File: src/design/uid_cfg.svh
// register offsets, field positions, reset values and timing counts for the
// uart interrupt/divisor block; assumes word-wide register port at byte offsets
// Summary of operation
// - divisor high and low form 16-bit latch
// - baud equals clock over sixteen times divisor
// - enable register holds four read/write enables
// - identity read-only, 001 means none pending
// - line status 110 highest, cleared by status read
// - rx data 100 second, cleared by buffer read
// - tx empty 010 third, cleared identity read/write
// - modem status 000 lowest, cleared by status read
// - divisor-access bit redirects shared offsets
`ifndef UID_CFG_SVH
`define UID_CFG_SVH

// ----------------------------------------------------------------
// offsets
// ----------------------------------------------------------------
`define UID_OFF_DATA 8'h00
`define UID_OFF_IEN 8'h04
`define UID_OFF_IDENT 8'h08
`define UID_OFF_LCTL 8'h0C
`define UID_OFF_LSTAT 8'h14
`define UID_OFF_MSTAT 8'h18

// ----------------------------------------------------------------
// fields and values
// ----------------------------------------------------------------
`define UID_LCTL_DIV_ACCESS_BIT 7
`define UID_IEN_RX_BIT 0
`define UID_IEN_TX_BIT 1
`define UID_IEN_LINE_BIT 2
`define UID_IEN_MODEM_BIT 3
`define UID_ID_NONE 3'h1
`define UID_ID_LINE 3'h6
`define UID_ID_RX 3'h4
`define UID_ID_TX 3'h2
`define UID_ID_MODEM 3'h0
`define UID_DIV_RESET 16'h0001
`define UID_OVERSAMPLE 5'h10

`endif

File: src/design/uid_pkg.sv
// types shared by the uart interrupt/divisor block
package uid_pkg;
    typedef enum logic [1:0] {
        UID_SRC_LINE,
        UID_SRC_RX,
        UID_SRC_TX,
        UID_SRC_MODEM
    } uid_src_e;
endpackage

File: src/design/uid_regs.sv
// register slice of a uart: divisor latch, interrupt enable, interrupt
// identity and prioritised interrupt sources; assumes a simple word register
// port (address, read and write strobes), event pulses and an rx ready level from the datapath
`timescale 1ns/1ns
`include "uid_cfg.svh"
module uid_regs
    import uid_pkg::*;
(
    // clock and reset
    input wire logic i_sys_clk,
    input wire logic i_reset_n,
    // register port
    input wire logic [7:0] i_addr,
    input wire logic i_wr,
    input wire logic i_rd,
    input wire logic [31:0] i_wdata,
    output logic [31:0] o_rdata,
    // datapath events
    input wire logic i_line_error,
    input wire logic i_rx_ready,
    input wire logic i_tx_empty_event,
    input wire logic i_modem_change,
    // outputs
    output logic [7:0] o_line_control,
    output logic [15:0] o_divisor,
    output logic o_transmit_holding_wr,
    output logic o_receive_buffer_rd,
    output logic o_sample_tick,
    output logic o_baud_tick,
    output logic o_irq
);
    // ----------------------------------------------------------------
    // state
    // ----------------------------------------------------------------
    logic [7:0] line_control;
    logic [7:0] next_line_control;
    logic [7:0] divisor_latch_low;
    logic [7:0] next_divisor_latch_low;
    logic [7:0] divisor_latch_high;
    logic [7:0] next_divisor_latch_high;
    logic [3:0] interrupt_enable;
    logic [3:0] next_interrupt_enable;
    logic line_pend;
    logic next_line_pend;
    logic tx_pend;
    logic next_tx_pend;
    logic modem_pend;
    logic next_modem_pend;
    logic [31:0] next_rdata;
    logic [2:0] ident;
    logic [3:0] active;
    logic divisor_access_select;
    uid_src_e top_src;

    // ----------------------------------------------------------------
    // address decode
    // ----------------------------------------------------------------
    assign divisor_access_select = line_control[`UID_LCTL_DIV_ACCESS_BIT];
    wire logic rd_data = i_rd && i_addr == `UID_OFF_DATA && !divisor_access_select;
    wire logic wr_data = i_wr && i_addr == `UID_OFF_DATA && !divisor_access_select;
    wire logic rd_ident = i_rd && i_addr == `UID_OFF_IDENT;
    wire logic rd_lstat = i_rd && i_addr == `UID_OFF_LSTAT;
    wire logic rd_mstat = i_rd && i_addr == `UID_OFF_MSTAT;

    // ----------------------------------------------------------------
    // priority encoding
    // ----------------------------------------------------------------
    // rx pending is a level from the receiver, so it clears when data drains
    assign active = {modem_pend & interrupt_enable[`UID_IEN_MODEM_BIT],
                     tx_pend & interrupt_enable[`UID_IEN_TX_BIT],
                     i_rx_ready & interrupt_enable[`UID_IEN_RX_BIT],
                     line_pend & interrupt_enable[`UID_IEN_LINE_BIT]};

    always_comb begin
        top_src = UID_SRC_MODEM;
        ident = `UID_ID_NONE;
        if (active[0]) begin
            top_src = UID_SRC_LINE;
            ident = `UID_ID_LINE;
        end else if (active[1]) begin
            top_src = UID_SRC_RX;
            ident = `UID_ID_RX;
        end else if (active[2]) begin
            top_src = UID_SRC_TX;
            ident = `UID_ID_TX;
        end else if (active[3]) begin
            top_src = UID_SRC_MODEM;
            ident = `UID_ID_MODEM;
        end
    end

    assign o_irq = |active;

    // ----------------------------------------------------------------
    // next-state
    // ----------------------------------------------------------------
    always_comb begin
        next_line_control = line_control;
        next_divisor_latch_low = divisor_latch_low;
        next_divisor_latch_high = divisor_latch_high;
        next_interrupt_enable = interrupt_enable;
        if (i_wr) begin
            unique case (i_addr)
                `UID_OFF_DATA: begin
                    if (divisor_access_select) begin
                        next_divisor_latch_low = i_wdata[7:0];
                    end
                end
                `UID_OFF_IEN: begin
                    if (divisor_access_select) begin
                        next_divisor_latch_high = i_wdata[7:0];
                    end else begin
                        next_interrupt_enable = i_wdata[3:0];
                    end
                end
                `UID_OFF_LCTL: begin
                    next_line_control = i_wdata[7:0];
                end
                default: begin
                end
            endcase
        end
        // set wins over clear for every sticky source
        next_line_pend = i_line_error || (line_pend && !rd_lstat);
        next_modem_pend = i_modem_change || (modem_pend && !rd_mstat);
        next_tx_pend = i_tx_empty_event
            || (tx_pend && !wr_data && !(rd_ident && top_src == UID_SRC_TX
                && active[2]));
    end

    always_comb begin
        next_rdata = 32'h0000_0000;
        unique case (i_addr)
            `UID_OFF_DATA: next_rdata[7:0] = divisor_access_select ? divisor_latch_low : 8'h00;
            `UID_OFF_IEN: next_rdata[7:0] = divisor_access_select ? divisor_latch_high
                                                : {4'h0, interrupt_enable};
            `UID_OFF_IDENT: next_rdata[7:0] = {5'h00, ident};
            `UID_OFF_LCTL: next_rdata[7:0] = line_control;
            default: next_rdata = 32'h0000_0000;
        endcase
    end

    always_ff @(posedge i_sys_clk) begin
        if (!i_reset_n) begin
            line_control <= 8'h00;
            divisor_latch_low <= 8'(`UID_DIV_RESET);
            divisor_latch_high <= 8'(`UID_DIV_RESET >> 8);
            interrupt_enable <= 4'h0;
            line_pend <= 1'b0;
            tx_pend <= 1'b0;
            modem_pend <= 1'b0;
            o_rdata <= 32'h0000_0000;
            o_transmit_holding_wr <= 1'b0;
            o_receive_buffer_rd <= 1'b0;
        end else begin
            line_control <= next_line_control;
            divisor_latch_low <= next_divisor_latch_low;
            divisor_latch_high <= next_divisor_latch_high;
            interrupt_enable <= next_interrupt_enable;
            line_pend <= next_line_pend;
            tx_pend <= next_tx_pend;
            modem_pend <= next_modem_pend;
            o_rdata <= i_rd ? next_rdata : 32'h0000_0000;
            o_transmit_holding_wr <= wr_data;
            o_receive_buffer_rd <= rd_data;
        end
    end

    assign o_line_control = line_control;
    assign o_divisor = {divisor_latch_high, divisor_latch_low};

    uid_baud_gen i_uid_baud_gen (
        .i_sys_clk(i_sys_clk),
        .i_reset_n(i_reset_n),
        .i_divisor(o_divisor),
        .o_sample_tick(o_sample_tick),
        .o_baud_tick(o_baud_tick)
    );

    // ----------------------------------------------------------------
    // checks
    // ----------------------------------------------------------------
    property p_line_sets;
        @(posedge i_sys_clk) disable iff (!i_reset_n)
        i_line_error |=> line_pend;
    endproperty
    a_line_sets: assert property (p_line_sets)
        else $error("line error not latched");

    property p_line_clear;
        @(posedge i_sys_clk) disable iff (!i_reset_n)
        rd_lstat && !i_line_error |=> !line_pend;
    endproperty
    a_line_clear: assert property (p_line_clear)
        else $error("line status read did not clear");

    property p_modem_clear;
        @(posedge i_sys_clk) disable iff (!i_reset_n)
        rd_mstat && !i_modem_change |=> !modem_pend;
    endproperty
    a_modem_clear: assert property (p_modem_clear)
        else $error("modem status read did not clear");

    property p_tx_clear_write;
        @(posedge i_sys_clk) disable iff (!i_reset_n)
        wr_data && !i_tx_empty_event |=> !tx_pend;
    endproperty
    a_tx_clear_write: assert property (p_tx_clear_write)
        else $error("holding write did not clear tx empty");

    property p_ident_none;
        @(posedge i_sys_clk) disable iff (!i_reset_n)
        !o_irq |-> ident == `UID_ID_NONE;
    endproperty
    a_ident_none: assert property (p_ident_none)
        else $error("identity not none while idle");

    property p_line_top;
        @(posedge i_sys_clk) disable iff (!i_reset_n)
        line_pend && interrupt_enable[`UID_IEN_LINE_BIT] |-> ident == `UID_ID_LINE;
    endproperty
    a_line_top: assert property (p_line_top)
        else $error("line status not highest priority");

    property p_irq_level;
        @(posedge i_sys_clk) disable iff (!i_reset_n)
        o_irq == (ident != `UID_ID_NONE);
    endproperty
    a_irq_level: assert property (p_irq_level)
        else $error("irq disagrees with identity");

    property p_ien_write;
        @(posedge i_sys_clk) disable iff (!i_reset_n)
        i_wr && i_addr == `UID_OFF_IEN && !divisor_access_select
            |=> interrupt_enable == $past(i_wdata[3:0]);
    endproperty
    a_ien_write: assert property (p_ien_write)
        else $error("enable write lost");

    property p_dlh_write;
        @(posedge i_sys_clk) disable iff (!i_reset_n)
        i_wr && i_addr == `UID_OFF_IEN && divisor_access_select
            |=> o_divisor[15:8] == $past(i_wdata[7:0]) && $stable(interrupt_enable);
    endproperty
    a_dlh_write: assert property (p_dlh_write)
        else $error("divisor high write wrong");

    property p_modem_sets;
        @(posedge i_sys_clk) disable iff (!i_reset_n)
        i_modem_change |=> modem_pend;
    endproperty
    a_modem_sets: assert property (p_modem_sets)
        else $error("modem change not latched");

    property p_tx_sets;
        @(posedge i_sys_clk) disable iff (!i_reset_n)
        i_tx_empty_event |=> tx_pend;
    endproperty
    a_tx_sets: assert property (p_tx_sets)
        else $error("tx empty not latched");

    property p_tx_clear_ident;
        @(posedge i_sys_clk) disable iff (!i_reset_n)
        rd_ident && ident == `UID_ID_TX && !i_tx_empty_event |=> !tx_pend;
    endproperty
    a_tx_clear_ident: assert property (p_tx_clear_ident)
        else $error("identity read did not clear tx empty");

    property p_rx_second;
        @(posedge i_sys_clk) disable iff (!i_reset_n)
        i_rx_ready && interrupt_enable[`UID_IEN_RX_BIT] && !active[0] |-> ident == `UID_ID_RX;
    endproperty
    a_rx_second: assert property (p_rx_second)
        else $error("rx data not second priority");

    property p_enable_masks;
        @(posedge i_sys_clk) disable iff (!i_reset_n)
        interrupt_enable == 4'h0 |-> !o_irq;
    endproperty
    a_enable_masks: assert property (p_enable_masks)
        else $error("irq raised with all enables clear");

    property p_ident_read;
        @(posedge i_sys_clk) disable iff (!i_reset_n)
        rd_ident |=> o_rdata[2:0] == $past(ident);
    endproperty
    a_ident_read: assert property (p_ident_read)
        else $error("identity read data wrong");

    property p_divisor_hidden;
        @(posedge i_sys_clk) disable iff (!i_reset_n)
        i_wr && i_addr == `UID_OFF_DATA && !divisor_access_select |=> $stable(o_divisor);
    endproperty
    a_divisor_hidden: assert property (p_divisor_hidden)
        else $error("divisor changed with access bit clear");

    property p_buffer_read;
        @(posedge i_sys_clk) disable iff (!i_reset_n)
        rd_data |=> o_receive_buffer_rd;
    endproperty
    a_buffer_read: assert property (p_buffer_read)
        else $error("buffer read strobe missing");
endmodule // uid_regs

File: src/design/uid_baud_gen.sv
// baud tick generator: one tick per divisor clocks (16x oversample) and one
// baud tick per sixteen of those; assumes a single system clock
`timescale 1ns/1ns
`include "uid_cfg.svh"
module uid_baud_gen (
    // clock and reset
    input wire logic i_sys_clk,
    input wire logic i_reset_n,
    // divisor
    input wire logic [15:0] i_divisor,
    // ticks
    output logic o_sample_tick,
    output logic o_baud_tick
);
    logic [15:0] div_cnt;
    logic [15:0] next_div_cnt;
    logic [4:0] os_cnt;
    logic [4:0] next_os_cnt;
    logic next_sample;
    logic next_baud;

    always_comb begin
        next_div_cnt = div_cnt + 16'h0001;
        next_os_cnt = os_cnt;
        next_sample = 1'b0;
        next_baud = 1'b0;
        // divisor of zero holds the generator still rather than running wild
        if (i_divisor == 16'h0000) begin
            next_div_cnt = 16'h0000;
        end else if (next_div_cnt >= i_divisor) begin
            next_div_cnt = 16'h0000;
            next_sample = 1'b1;
            next_os_cnt = os_cnt + 5'h01;
            if (next_os_cnt == `UID_OVERSAMPLE) begin
                next_os_cnt = 5'h00;
                next_baud = 1'b1;
            end
        end
    end

    always_ff @(posedge i_sys_clk) begin
        if (!i_reset_n) begin
            div_cnt <= 16'h0000;
            os_cnt <= 5'h00;
            o_sample_tick <= 1'b0;
            o_baud_tick <= 1'b0;
        end else begin
            div_cnt <= next_div_cnt;
            os_cnt <= next_os_cnt;
            o_sample_tick <= next_sample;
            o_baud_tick <= next_baud;
        end
    end

    property p_baud_after_sample;
        @(posedge i_sys_clk) disable iff (!i_reset_n)
        o_baud_tick |-> o_sample_tick;
    endproperty
    a_baud_after_sample: assert property (p_baud_after_sample)
        else $error("baud tick without sample tick");
endmodule // uid_baud_gen

File: config.mk
export PLATFORM = sky130hd
export DESIGN_NAME = uid_regs
export DESIGN_NICKNAME = d
export VERILOG_FILES = /design/src/design/uid_pkg.sv /design/src/design/uid_regs.sv /design/src/design/uid_baud_gen.sv
export VERILOG_INCLUDE_DIRS = /design/src /design/src/design
export SDC_FILE = /design/constraint.sdc
export NUM_CORES = 1
export LEC_CHECK = 0
export BUFFER_PORTS_ARGS = -buffer_cell sky130_fd_sc_hd__buf_2
export CAP_MARGIN = 20
export CORE_MARGIN = 5
export CORE_UTILIZATION = 25
export CTS_BUF_LIST = sky130_fd_sc_hd__clkbuf_4 sky130_fd_sc_hd__clkbuf_8
export DETAILED_ROUTE_END_ITERATION = 8
export GPL_ROUTABILITY_DRIVEN = 0
export HOLD_SLACK_MARGIN = 0.05
export PLACE_DENSITY = 0.46
export REMOVE_ABC_BUFFERS = 1
export SLEW_MARGIN = 25
export SYNTH_ARGS = -nofsm -noshare
export SYNTH_HDL_FRONTEND = slang
export SYNTH_SLANG_ARGS = --single-unit
File: constraint.sdc
create_clock -name i_sys_clk -period 7.9 [get_ports i_sys_clk]
set_input_delay 0.79 -clock i_sys_clk [delete_from_list [all_inputs] [get_ports i_sys_clk]]
set_output_delay 0.79 -clock i_sys_clk [all_outputs]
set_load 0.02 [all_outputs]
==> results.sh, run 1 <==
export IMPL_root_buffer="clkbuf_8"
export IMPL_synth_edff_count=0
export IMPL_cp_arrival_ns=3.94
export IMPL_timing_hold_ws_ns=0.4875
export IMPL_postCtsHoldBufs=0
export IMPL_instances_no_fill=615
export IMPL_clock_sinks=64
export IMPL_hold_path_class="register to register"
export IMPL_worstPathRequired_ns=8.20
export IMPL_cts_clk_slew_worst_paths_ns=0.08
export IMPL_grt_pass1_vias=2768
export IMPL_vias_per_cell=4.550
export IMPL_rsz0062_at_grt="false"
export IMPL_end_kind="register"
export IMPL_yosys_register_bits=64
export IMPL_drive_gt1_share_pct=20.73
export IMPL_power_density_nw_per_um2=164.4
export IMPL_critPathMaxFanout=16
export IMPL_timing_final_max_slew_violations=0
export IMPL_start_util_pct=25.61
export IMPL_yosysMostFrequentCell="dfxtp_1"
export IMPL_preCtsSetupSlack_ns=4.260
export IMPL_worst_pin_slew_ns=0.8259
export IMPL_die_w_um=126.9
export IMPL_synth_distinct_cells=54
export IMPL_dp_hpwl_um=6781
export IMPL_yosys_area_top_type="dfxtp_1"
export IMPL_place_area_um2=3795
export IMPL_start_kind="register"
export IMPL_wire_per_inst_um=14.43
export IMPL_relSlewSlack_pct=44.86
export IMPL_n_antenna_cell=0
export IMPL_fin_util_pct=29.97
export IMPL_numCtsBuffers=9
export IMPL_antenna_found_initial=0
export IMPL_peakVddDrop_mv=0.05733
export IMPL_finalPower_uw=657.6
export IMPL_setup_viol=0
export IMPL_placed_cells=599
export IMPL_fmax_ghz=0.2748
export IMPL_period_minus_slack_ns=3.639
export IMPL_io_pins=109
export IMPL_clockBufferDepth=2
export IMPL_synth_flop_cell="dfxtp_1"
export IMPL_drc_errors=0
export IMPL_syn_area_um2=3418
export IMPL_num_nets_final=500
export IMPL_die_h_um=126.9
export IMPL_power_leakage_nw=1.704
export IMPL_clk_latency_ns=0.36
export IMPL_r2r_setup_slack_ns=4.26
export IMPL_maxCapViolCount=0
export IMPL_grt_start_max_net_pins=43
export IMPL_synth_warnings=0
export IMPL_grt_overflow_total=0
export IMPL_dieArea_um2=16110
export IMPL_clock_skew_ns=0.01389
export IMPL_syn_inst=374
export IMPL_cts_resized=0
export IMPL_status="finished clean"
export IMPL_syn_mean_instance_area_um2=9.140
export IMPL_cts_tree="done"
export IMPL_io_buffer_count=60
export IMPL_drt_iter0_drc=113
export IMPL_htreeDepth=3
export IMPL_area_growth_pct=17.02
export IMPL_synth_common_cells="dfxtp_1 (64), nor2b_1 (32), nand2_1 (31)"
export IMPL_crit_type="register to register"
export IMPL_grt_pass1_wl_um=14430
export IMPL_fp_coreArea_um2=13350
export IMPL_first_pass_iters=4
export IMPL_fin_crit_sh_pct=46.07
export IMPL_grt_usage_pct=11.34
export IMPL_async_flop_share_pct=0
export IMPL_hold_viol=0
export IMPL_wl_um=8877
export IMPL_post_cts_buffers=0
export IMPL_ant_nets=0
export IMPL_synth_top_area_share_pct=37.48
export IMPL_tns_ns=0
export IMPL_worst_slack_ns=4.261
export IMPL_vias=2798
export IMPL_nFillCells=1469
export IMPL_synth_area_leaders="dfxtp_1 (37%), ha_1 (6.6%), nor2b_1 (5.9%)"
export IMPL_final_cell_area_um2=4000
export IMPL_synth_yosys_seq_area_share_pct=37.48
export IMPL_num_rows=42
[final timing paths]
path                                              from                              endpoint  cells after the start
setup / recovery  i_uid_baud_gen.div_cnt[2]$_SDFF_PP0_  i_uid_baud_gen.div_cnt[6]$_SDFF_PP0_                     11
hold / removal        interrupt_enable[0]$_SDFFE_PN0P_      interrupt_enable[0]$_SDFFE_PN0P_                      2
setup reg to reg  i_uid_baud_gen.div_cnt[2]$_SDFF_PP0_  i_uid_baud_gen.div_cnt[6]$_SDFF_PP0_                     11
hold reg to reg       interrupt_enable[0]$_SDFFE_PN0P_      interrupt_enable[0]$_SDFFE_PN0P_                      2
[sequential cells by signal, indices dropped and copies added, names as in the netlist]
name	cells
i_uid_baud_gen.o_sample_tick	1
tx_pend	1
modem_pend	1
o_rdata	8
divisor_latch_high	8
interrupt_enable	4
o_line_control	8
i_uid_baud_gen.os_cnt	5
o_receive_buffer_rd	1
line_pend	1
i_uid_baud_gen.o_baud_tick	1
divisor_latch_low	8
o_transmit_holding_wr	1
i_uid_baud_gen.div_cnt	16
[cell type report]
class	count	area, um2	area share, %
Inverter	21	78.83	1.971
Timing Repair Buffer	61	307.8	7.695
Tap cell	176	220.2	5.505
Clock buffer	10	137.6	3.441
Clock inverter	6	67.56	1.689
Sequential cell	64	1281	32.03
Multi-Input combinational cell	277	1907	47.67
[cell families (layout without fill, tap and decap cells)]
family / Yosys count / after routing / synth area share (%)
flip-flops: 64 / 64 / 37.48
XOR/XNOR: 15 / 15 / 3.843
other: 1 / 24 / 0.1097
AND/OR/NAND/NOR: 142 / 142 / 24.05
AO/OA/AOI/OAI: 57 / 57 / 12.37
buffers and inverters: 56 / 98 / 9.261
adder cells (fa/ha/maj): 18 / 18 / 6.589
multiplexers: 21 / 21 / 6.296
[worst max-delay path: stages (launching register included)]
cell	delay (ns)
dfxtp_1	0.42
and4_1	0.29
nand3_1	0.13
nor3_1	0.39
nand3_1	0.15
xnor2_1	0.20
ha_1	0.28
a21o_1	0.16
a21o_1	0.18
a22oi_1	0.38
nand4b_1	0.63
and2b_1	0.39
[placed cells by master, fill, tap and decap left out, types with 2 or more instances in the layout]
master / instances
a21oi_1: 9
clkinvlp_4: 2
a22o_1: 3
inv_1: 21
xor2_1: 5
nor2_4: 2
nand3_1: 29
nor3_1: 5
o21a_1: 5
nand4b_1: 2
nor2b_1: 32
dfxtp_1: 64
ha_1: 18
nand2_1: 31
clkbuf_8: 10
mux2_2: 4
xnor2_1: 10
nor4_1: 4
conb_1: 24
nand2b_1: 2
a31oi_1: 2
and4b_1: 2
nand4_1: 5
nand3_4: 2
buf_2: 60
a21boi_0: 14
a22oi_1: 7
and4_1: 2
and2_1: 2
a21o_1: 3
mux2i_1: 17
nor2_1: 11
a221oi_1: 2
or4_1: 2
and3_1: 2
o21ai_0: 2
[report_power, final]
| group | switching (mW) | internal [mW] | total, mW |
|---|---|---|---|
| combinational | 0.0246 | 0.0108 | 0.0354 |
| sequential | 0.00271 | 0.325 | 0.328 |
| clock | 0.139 | 0.155 | 0.294 |
| total | 0.166 | 0.491 | 0.658 |
[per-layer routing]
| metal | GRT usage, % | wire [um] |
|---|---|---|
| met1 | 14.96 | 4112 |
| met2 | 17.25 | 4049 |
| met3 | 3.363 | 546 |
| met4 | 4.732 | 169 |
| met5 | 0 | 0 |
Note: power is estimated with default switching activity, not from simulation.
==> inputs of run 2 (changes only) <==
==> constraint.sdc (replaced) <==
create_clock -name i_sys_clk -period 3.6 [get_ports i_sys_clk]
set_input_delay 0.36 -clock i_sys_clk [delete_from_list [all_inputs] [get_ports i_sys_clk]]
set_output_delay 0.36 -clock i_sys_clk [all_outputs]
set_load 0.02 [all_outputs]
==> run 2 against run 1 <==
Register-to-register slack worse by 4.0 ns. Sequential power rose by 120%. Via count is 1.0% higher.
==> results.sh, run 2 (synthesis results as in run 1) <==
export IMPL_rr_worst_depth=12
export IMPL_preCtsSetupSlack_ns=0.08127
export IMPL_holdCritStartpoint="i_modem_change"
export IMPL_hold_path_class="input port to register"
export IMPL_n_antenna_cell=0
export IMPL_grt_pass1_vias=2852
export IMPL_clk_latency_ns=0.35
export IMPL_maxCapViolCount=0
export IMPL_slowest_stage="or4_4"
export IMPL_crit_path_end="i_uid_baud_gen.os_cnt[2]$_SDFFE_PN0P_"
export IMPL_htreeDepth=3
export IMPL_post_cts_buffers=0
export IMPL_end_kind="register"
export IMPL_crit_buf_inv=0
export IMPL_status="finished clean"
export IMPL_r2r_setup_slack_ns=0.27
export IMPL_tns_ns=0
export IMPL_relSlewSlack_pct=45.81
export IMPL_r2r_end="i_uid_baud_gen.os_cnt[2]$_SDFFE_PN0P_"
export IMPL_rsz0062_at_grt="false"
export IMPL_critPathTopFamily="simple AND/OR/NAND/NOR gates"
export IMPL_antenna_found_initial=0
export IMPL_hold_viol=0
export IMPL_mostFrequentLayoutCell="dfxtp_1"
export IMPL_crit_type="register to register"
export IMPL_start_kind="register"
export IMPL_critPathMaxFanout=7
export IMPL_grt_usage_pct=11.58
export IMPL_grt_overflow_total=0
export IMPL_dp_hpwl_um=6926
export IMPL_largest_register_ffs=16
export IMPL_fin_crit_sh_pct=92.37
export IMPL_place_area_um2=3817
export IMPL_drc_errors=0
export IMPL_instances_no_fill=618
export IMPL_dieArea_um2=16110
export IMPL_placed_cells=602
export IMPL_numCtsBuffers=9
export IMPL_io_pins=109
export IMPL_timing_final_max_slew_violations=0
export IMPL_worst_pin_slew_ns=0.8117
export IMPL_drive_gt1_share_pct=21.49
export IMPL_grt_pass1_wl_um=14930
export IMPL_clock_sinks=64
export IMPL_fp_coreArea_um2=13350
export IMPL_crit_chain="and4_1 > nand3_1 > nor3_2 > nand3_1 > xnor2_1 > ha_1 > and4_1 > nand4_1 > or4_4 > a31oi_4 > a21boi_0 > o21a_1"
export IMPL_area_growth_pct=18.41
export IMPL_first_pass_iters=4
export IMPL_power_leakage_nw=1.729
export IMPL_start_util_pct=25.61
export IMPL_worst_slack_ns=0.2746
export IMPL_finalPower_mw=1.461
export IMPL_clockBufferDepth=2
export IMPL_wire_per_inst_um=14.65
export IMPL_r2r_start="i_uid_baud_gen.div_cnt[2]$_SDFF_PP0_"
export IMPL_final_cell_mix="dfxtp_1 (64), buf_2 (60), nor2b_1 (32)"
export IMPL_ant_nets=0
export IMPL_setup_viol=0
export IMPL_worstPathRequired_ns=3.85
export IMPL_max_stage_delay_ns=0.55
export IMPL_num_nets_final=503
export IMPL_num_rows=42
export IMPL_clock_skew_ns=0.01110
export IMPL_grt_start_max_net_pins=25
export IMPL_vias_per_cell=4.574
export IMPL_peakVddDrop_mv=0.2373
export IMPL_crit_cells=12
export IMPL_root_buffer="clkbuf_8"
export IMPL_fmax_ghz=0.3007
export IMPL_cp_arrival_ns=3.57
export IMPL_final_cell_area_um2=4048
export IMPL_regMostFlops="i_uid_baud_gen.div_cnt"
export IMPL_cts_clk_slew_worst_paths_ns=0.07
export IMPL_drt_iter0_drc=112
export IMPL_period_minus_slack_ns=3.325
export IMPL_wl_um=9052
export IMPL_power_density_nw_per_um2=360.9
export IMPL_die_h_um=126.9
export IMPL_vias=2827
export IMPL_cts_tree="done"
export IMPL_io_buffer_count=60
export IMPL_die_w_um=126.9
export IMPL_cp_startpoint="i_uid_baud_gen.div_cnt[2]$_SDFF_PP0_"
==> run 2: cell types whose count changed in the layout (fill, tap and decap cells not counted), sizes merged <==
| cell | before | now |
|---|---|---|
| buf | 61 | 64 |
| clkinvlp | 2 | 1 |
| inv | 22 | 21 |
| clkbuf | 10 | 12 |
==> run 2: stage by stage <==
step                      hold WS, ns  util (%)
final                          0.2210     30.32
after floorplan                0.4219         -
after global placement         0.4714     28.60
after CTS                      0.2042     30.22
after global routing           0.2307     30.32
after detailed placement       0.4752     28.60
==> run 2: worst register-to-register path, cell delays in order, from the launching register on <==
cell and delay [ns]:
dfxtp_1 0.41, and4_1 0.28, nand3_1 0.13, nor3_2 0.29, nand3_1 0.15, xnor2_1 0.17
ha_1 0.30, and4_1 0.23, nand4_1 0.13, or4_4 0.55, a31oi_4 0.27, a21boi_0 0.14
o21a_1 0.19
==> run 2: routing by layer <==
layer  global-route usage, %  part of all wire, %  routed length (um)
met4                   3.407                  1.2                 111
met1                   15.48                   46                4209
met3                   2.942                  6.1                 555
met5                       0                    0                   0
met2                   18.43                   46                4175
==> run 2: final cells by class <==
type | count | area, um2
fillers | 1471 | 9300
well taps | 176 | 220.2
flip-flops and latches | 64 | 1281
multi-input cells | 277 | 1921
inverters | 21 | 78.83
repair buffers | 64 | 330.3
clock inverters | 4 | 51.30
clock buffers | 12 | 165.2
==> run 2: repair_timing <==
action	CTS	global route
endpoints found under the setup margin	0	17
resized for setup	0	2
hold buffers	0	0
==> run 2: how the worst min path moves through the flow <==
stage	to	slack (ns)	depth (start not counted)
floorplan	divisor_latch_low[0]$_SDFFE_PN1P_	0.42	1
global placement	interrupt_enable[0]$_SDFFE_PN0P_	0.47	2
detailed placement	interrupt_enable[0]$_SDFFE_PN0P_	0.48	2
CTS	modem_pend$_SDFF_PN0_	0.20	2
global route	modem_pend$_SDFF_PN0_	0.23	2
finish	modem_pend$_SDFF_PN0_	0.22	2
==> run 2: where the power goes <==
group	leakage (nW)	switching [mW]	total, mW	internal, mW
combinational	1.10	0.0545	0.0781	0.0236
clock	0.109	0.286	0.663	0.376
sequential	0.517	0.00626	0.720	0.714
total	1.73	0.347	1.46	1.11
==> inputs of run 3 (changes only) <==
--- a/config.mk
+++ b/config.mk
@@ -8,13 +8,13 @@
 export LEC_CHECK = 0
 export BUFFER_PORTS_ARGS = -buffer_cell sky130_fd_sc_hd__buf_2
 export CAP_MARGIN = 20
-export CORE_MARGIN = 5
+export CORE_MARGIN = 10
 export CORE_UTILIZATION = 25
 export CTS_BUF_LIST = sky130_fd_sc_hd__clkbuf_4 sky130_fd_sc_hd__clkbuf_8
 export DETAILED_ROUTE_END_ITERATION = 8
 export GPL_ROUTABILITY_DRIVEN = 0
 export HOLD_SLACK_MARGIN = 0.05
-export PLACE_DENSITY = 0.46
+export PLACE_DENSITY = 0.48
 export REMOVE_ABC_BUFFERS = 1
 export SLEW_MARGIN = 25
 export SYNTH_ARGS = -nofsm -noshare
==> constraint.sdc (replaced) <==
create_clock -name i_sys_clk -period 2.94 [get_ports i_sys_clk]
set_input_delay 0.294 -clock i_sys_clk [delete_from_list [all_inputs] [get_ports i_sys_clk]]
set_output_delay 0.294 -clock i_sys_clk [all_outputs]
set_load 0.02 [all_outputs]
==> run 3 against run 2 <==
The run now ends with setup timing left. Clock skew up 0.0023 ns. Via count up 3.7%. Sequential cell count unchanged. Clock power up 19%. Design area up 9.6%. Global-route usage down 0.90 points.
==> results.sh, run 3 (synthesis results as in run 1) <==
export IMPL_status="finished with violations"
export IMPL_violations="setup timing"
export IMPL_grt_overflow_total=0
export IMPL_num_rows=42
export IMPL_dp_hpwl_um=7500
export IMPL_cts_clk_slew_worst_paths_ns=0.07
export IMPL_grt_start_max_net_pins=27
export IMPL_drt_iter0_drc=153
export IMPL_drc_errors=0
export IMPL_clock_sinks=64
export IMPL_die_w_um=136.9
export IMPL_fmax_ghz=0.3210
export IMPL_regMostFlops="i_uid_baud_gen.div_cnt"
export IMPL_timing_final_max_slew_violations=0
export IMPL_grt_pass1_vias=3050
export IMPL_first_pass_iters=4
export IMPL_wl_um=9966
export IMPL_worst_slack_ns=-0.1750
export IMPL_relSlewSlack_pct=44.96
export IMPL_dieArea_um2=18750
export IMPL_clk_latency_ns=0.34
export IMPL_hold_path_class="input port to register"
export IMPL_fp_coreArea_um2=13300
export IMPL_drive_gt1_share_pct=31.65
export IMPL_htreeDepth=3
export IMPL_rr_worst_depth=12
export IMPL_final_cell_mix="dfxtp_1 (61), buf_2 (60), nand2_1 (31), buf_4 (31), nor2b_1 (27)"
export IMPL_fin_crit_sh_pct=106.0
export IMPL_cp_arrival_ns=3.34
export IMPL_crit_type="register to register"
export IMPL_start_util_pct=25.71
export IMPL_io_pins=109
export IMPL_rsz0062_at_grt="true"
export IMPL_mostFrequentLayoutCell="dfxtp_1"
export IMPL_vias_per_cell=4.509
export IMPL_r2r_start="i_uid_baud_gen.div_cnt[5]$_SDFF_PP0_"
export IMPL_r2r_setup_slack_ns=-0.18
export IMPL_grt_usage_pct=10.68
export IMPL_largest_register_ffs=16
export IMPL_clock_skew_ns=0.01342
export IMPL_grt_pass1_wl_um=15790
export IMPL_worst_pin_slew_ns=0.8244
export IMPL_setup_viol=22
export IMPL_root_buffer="clkbuf_8"
export IMPL_hold_viol=0
export IMPL_wire_per_inst_um=15.33
export IMPL_io_buffer_count=60
export IMPL_preCtsSetupSlack_ns=-0.2828
export IMPL_power_density_nw_per_um2=399.0
export IMPL_cts_tree="done"
export IMPL_instances_no_fill=650
export IMPL_period_minus_slack_ns=3.115
export IMPL_ant_nets=0
export IMPL_holdPathStages=2
export IMPL_area_growth_pct=29.80
export IMPL_numCtsBuffers=9
export IMPL_worstPathRequired_ns=3.17
export IMPL_cp_startpoint="i_uid_baud_gen.div_cnt[5]$_SDFF_PP0_"
export IMPL_power_leakage_nw=1.928
export IMPL_antenna_found_initial=0
export IMPL_maxCapViolCount=0
export IMPL_timing_hold_ws_ns=0.1578
export IMPL_num_nets_final=535
export IMPL_holdCritStartpoint="i_modem_change"
export IMPL_start_kind="register"
export IMPL_peakVddDrop_mv=0.1557
export IMPL_end_kind="register"
export IMPL_n_antenna_cell=0
export IMPL_vias=2931
export IMPL_placed_cells=626
export IMPL_r2r_end="i_uid_baud_gen.os_cnt[4]$_SDFFE_PN0P_"
export IMPL_clockBufferDepth=2
export IMPL_critPathMaxFanout=6
export IMPL_die_h_um=136.9
export IMPL_holdPathEnd="modem_pend$_SDFF_PN0_"
## run 3: cell types whose count changed in the layout (fill, tap and decap cells not counted), sizes merged
cell	before	now
buf	64	96
clkinvlp	1	2
clkinv	2	1
## run 3: metrics by stage
stage               power, mW  area (um2)  setup TNS, ns  util, %
floorplan              0.9522        3267         -1.175        -
global placement       0.9961        3998         -1.147    30.07
detailed placement     0.9977        3998         -2.256    30.07
CTS                     1.792        4289         -2.088    32.26
global route            1.833        4437         -5.438    33.37
finish                  1.770        4437         -2.260    33.37
## run 3: worst max path at each step
stage | to | slack (ns) | depth (start not counted)
floorplan | i_uid_baud_gen.div_cnt[6]$_SDFF_PP0_ | -0.17 | 11
finish | i_uid_baud_gen.os_cnt[4]$_SDFFE_PN0P_ | -0.18 | 12
detailed placement | i_uid_baud_gen.os_cnt[2]$_SDFFE_PN0P_ | -0.28 | 13
global route | i_uid_baud_gen.os_cnt[4]$_SDFFE_PN0P_ | -0.29 | 13
global placement | i_uid_baud_gen.os_cnt[2]$_SDFFE_PN0P_ | -0.22 | 13
CTS | i_uid_baud_gen.os_cnt[0]$_SDFFE_PN0P_ | -0.19 | 12
## run 3: final cells by class
type | instances | area (um2)
inverter | 21 | 78.83
multi-input combinational | 277 | 2057
timing repair buffer | 96 | 589.3
fill | 1374 | 8859
clock buffer | 12 | 152.6
sequential | 64 | 1285
clock inverter | 4 | 53.80
tap | 176 | 220.2
## run 3: worst max-delay path: stages, from the launching register on
cell and delay [ns]:
dfxtp_2 0.33, and4_4 0.26, buf_6 0.10, nand4_1 0.20
nor3b_2 0.24, xor2_1 0.11, ha_1 0.30, and4_4 0.21
nand4_1 0.14, or4_4 0.56, a31oi_4 0.26, o2111a_1 0.23
o22ai_1 0.06
## run 3: power breakdown
group          switching (mW)  internal (mW)
registers             0.00753          0.874
logic                  0.0681         0.0309
clock network           0.354          0.436
total                   0.430           1.34
## run 3: routing by layer
layer | share of wire, % | GRT usage (%)
met1 | 48 | 13.66
met5 | 0 | 0
met4 | 1.4 | 5.094
met2 | 47 | 16.74
met3 | 4.2 | 2.236
## run 3: timing repair
action,4_1_cts,5_1_grt
hold buffers,0,0
buffers inserted,5,3
pin swaps,16,12
gates resized for setup,13,27
endpoints found under the setup margin,22,23
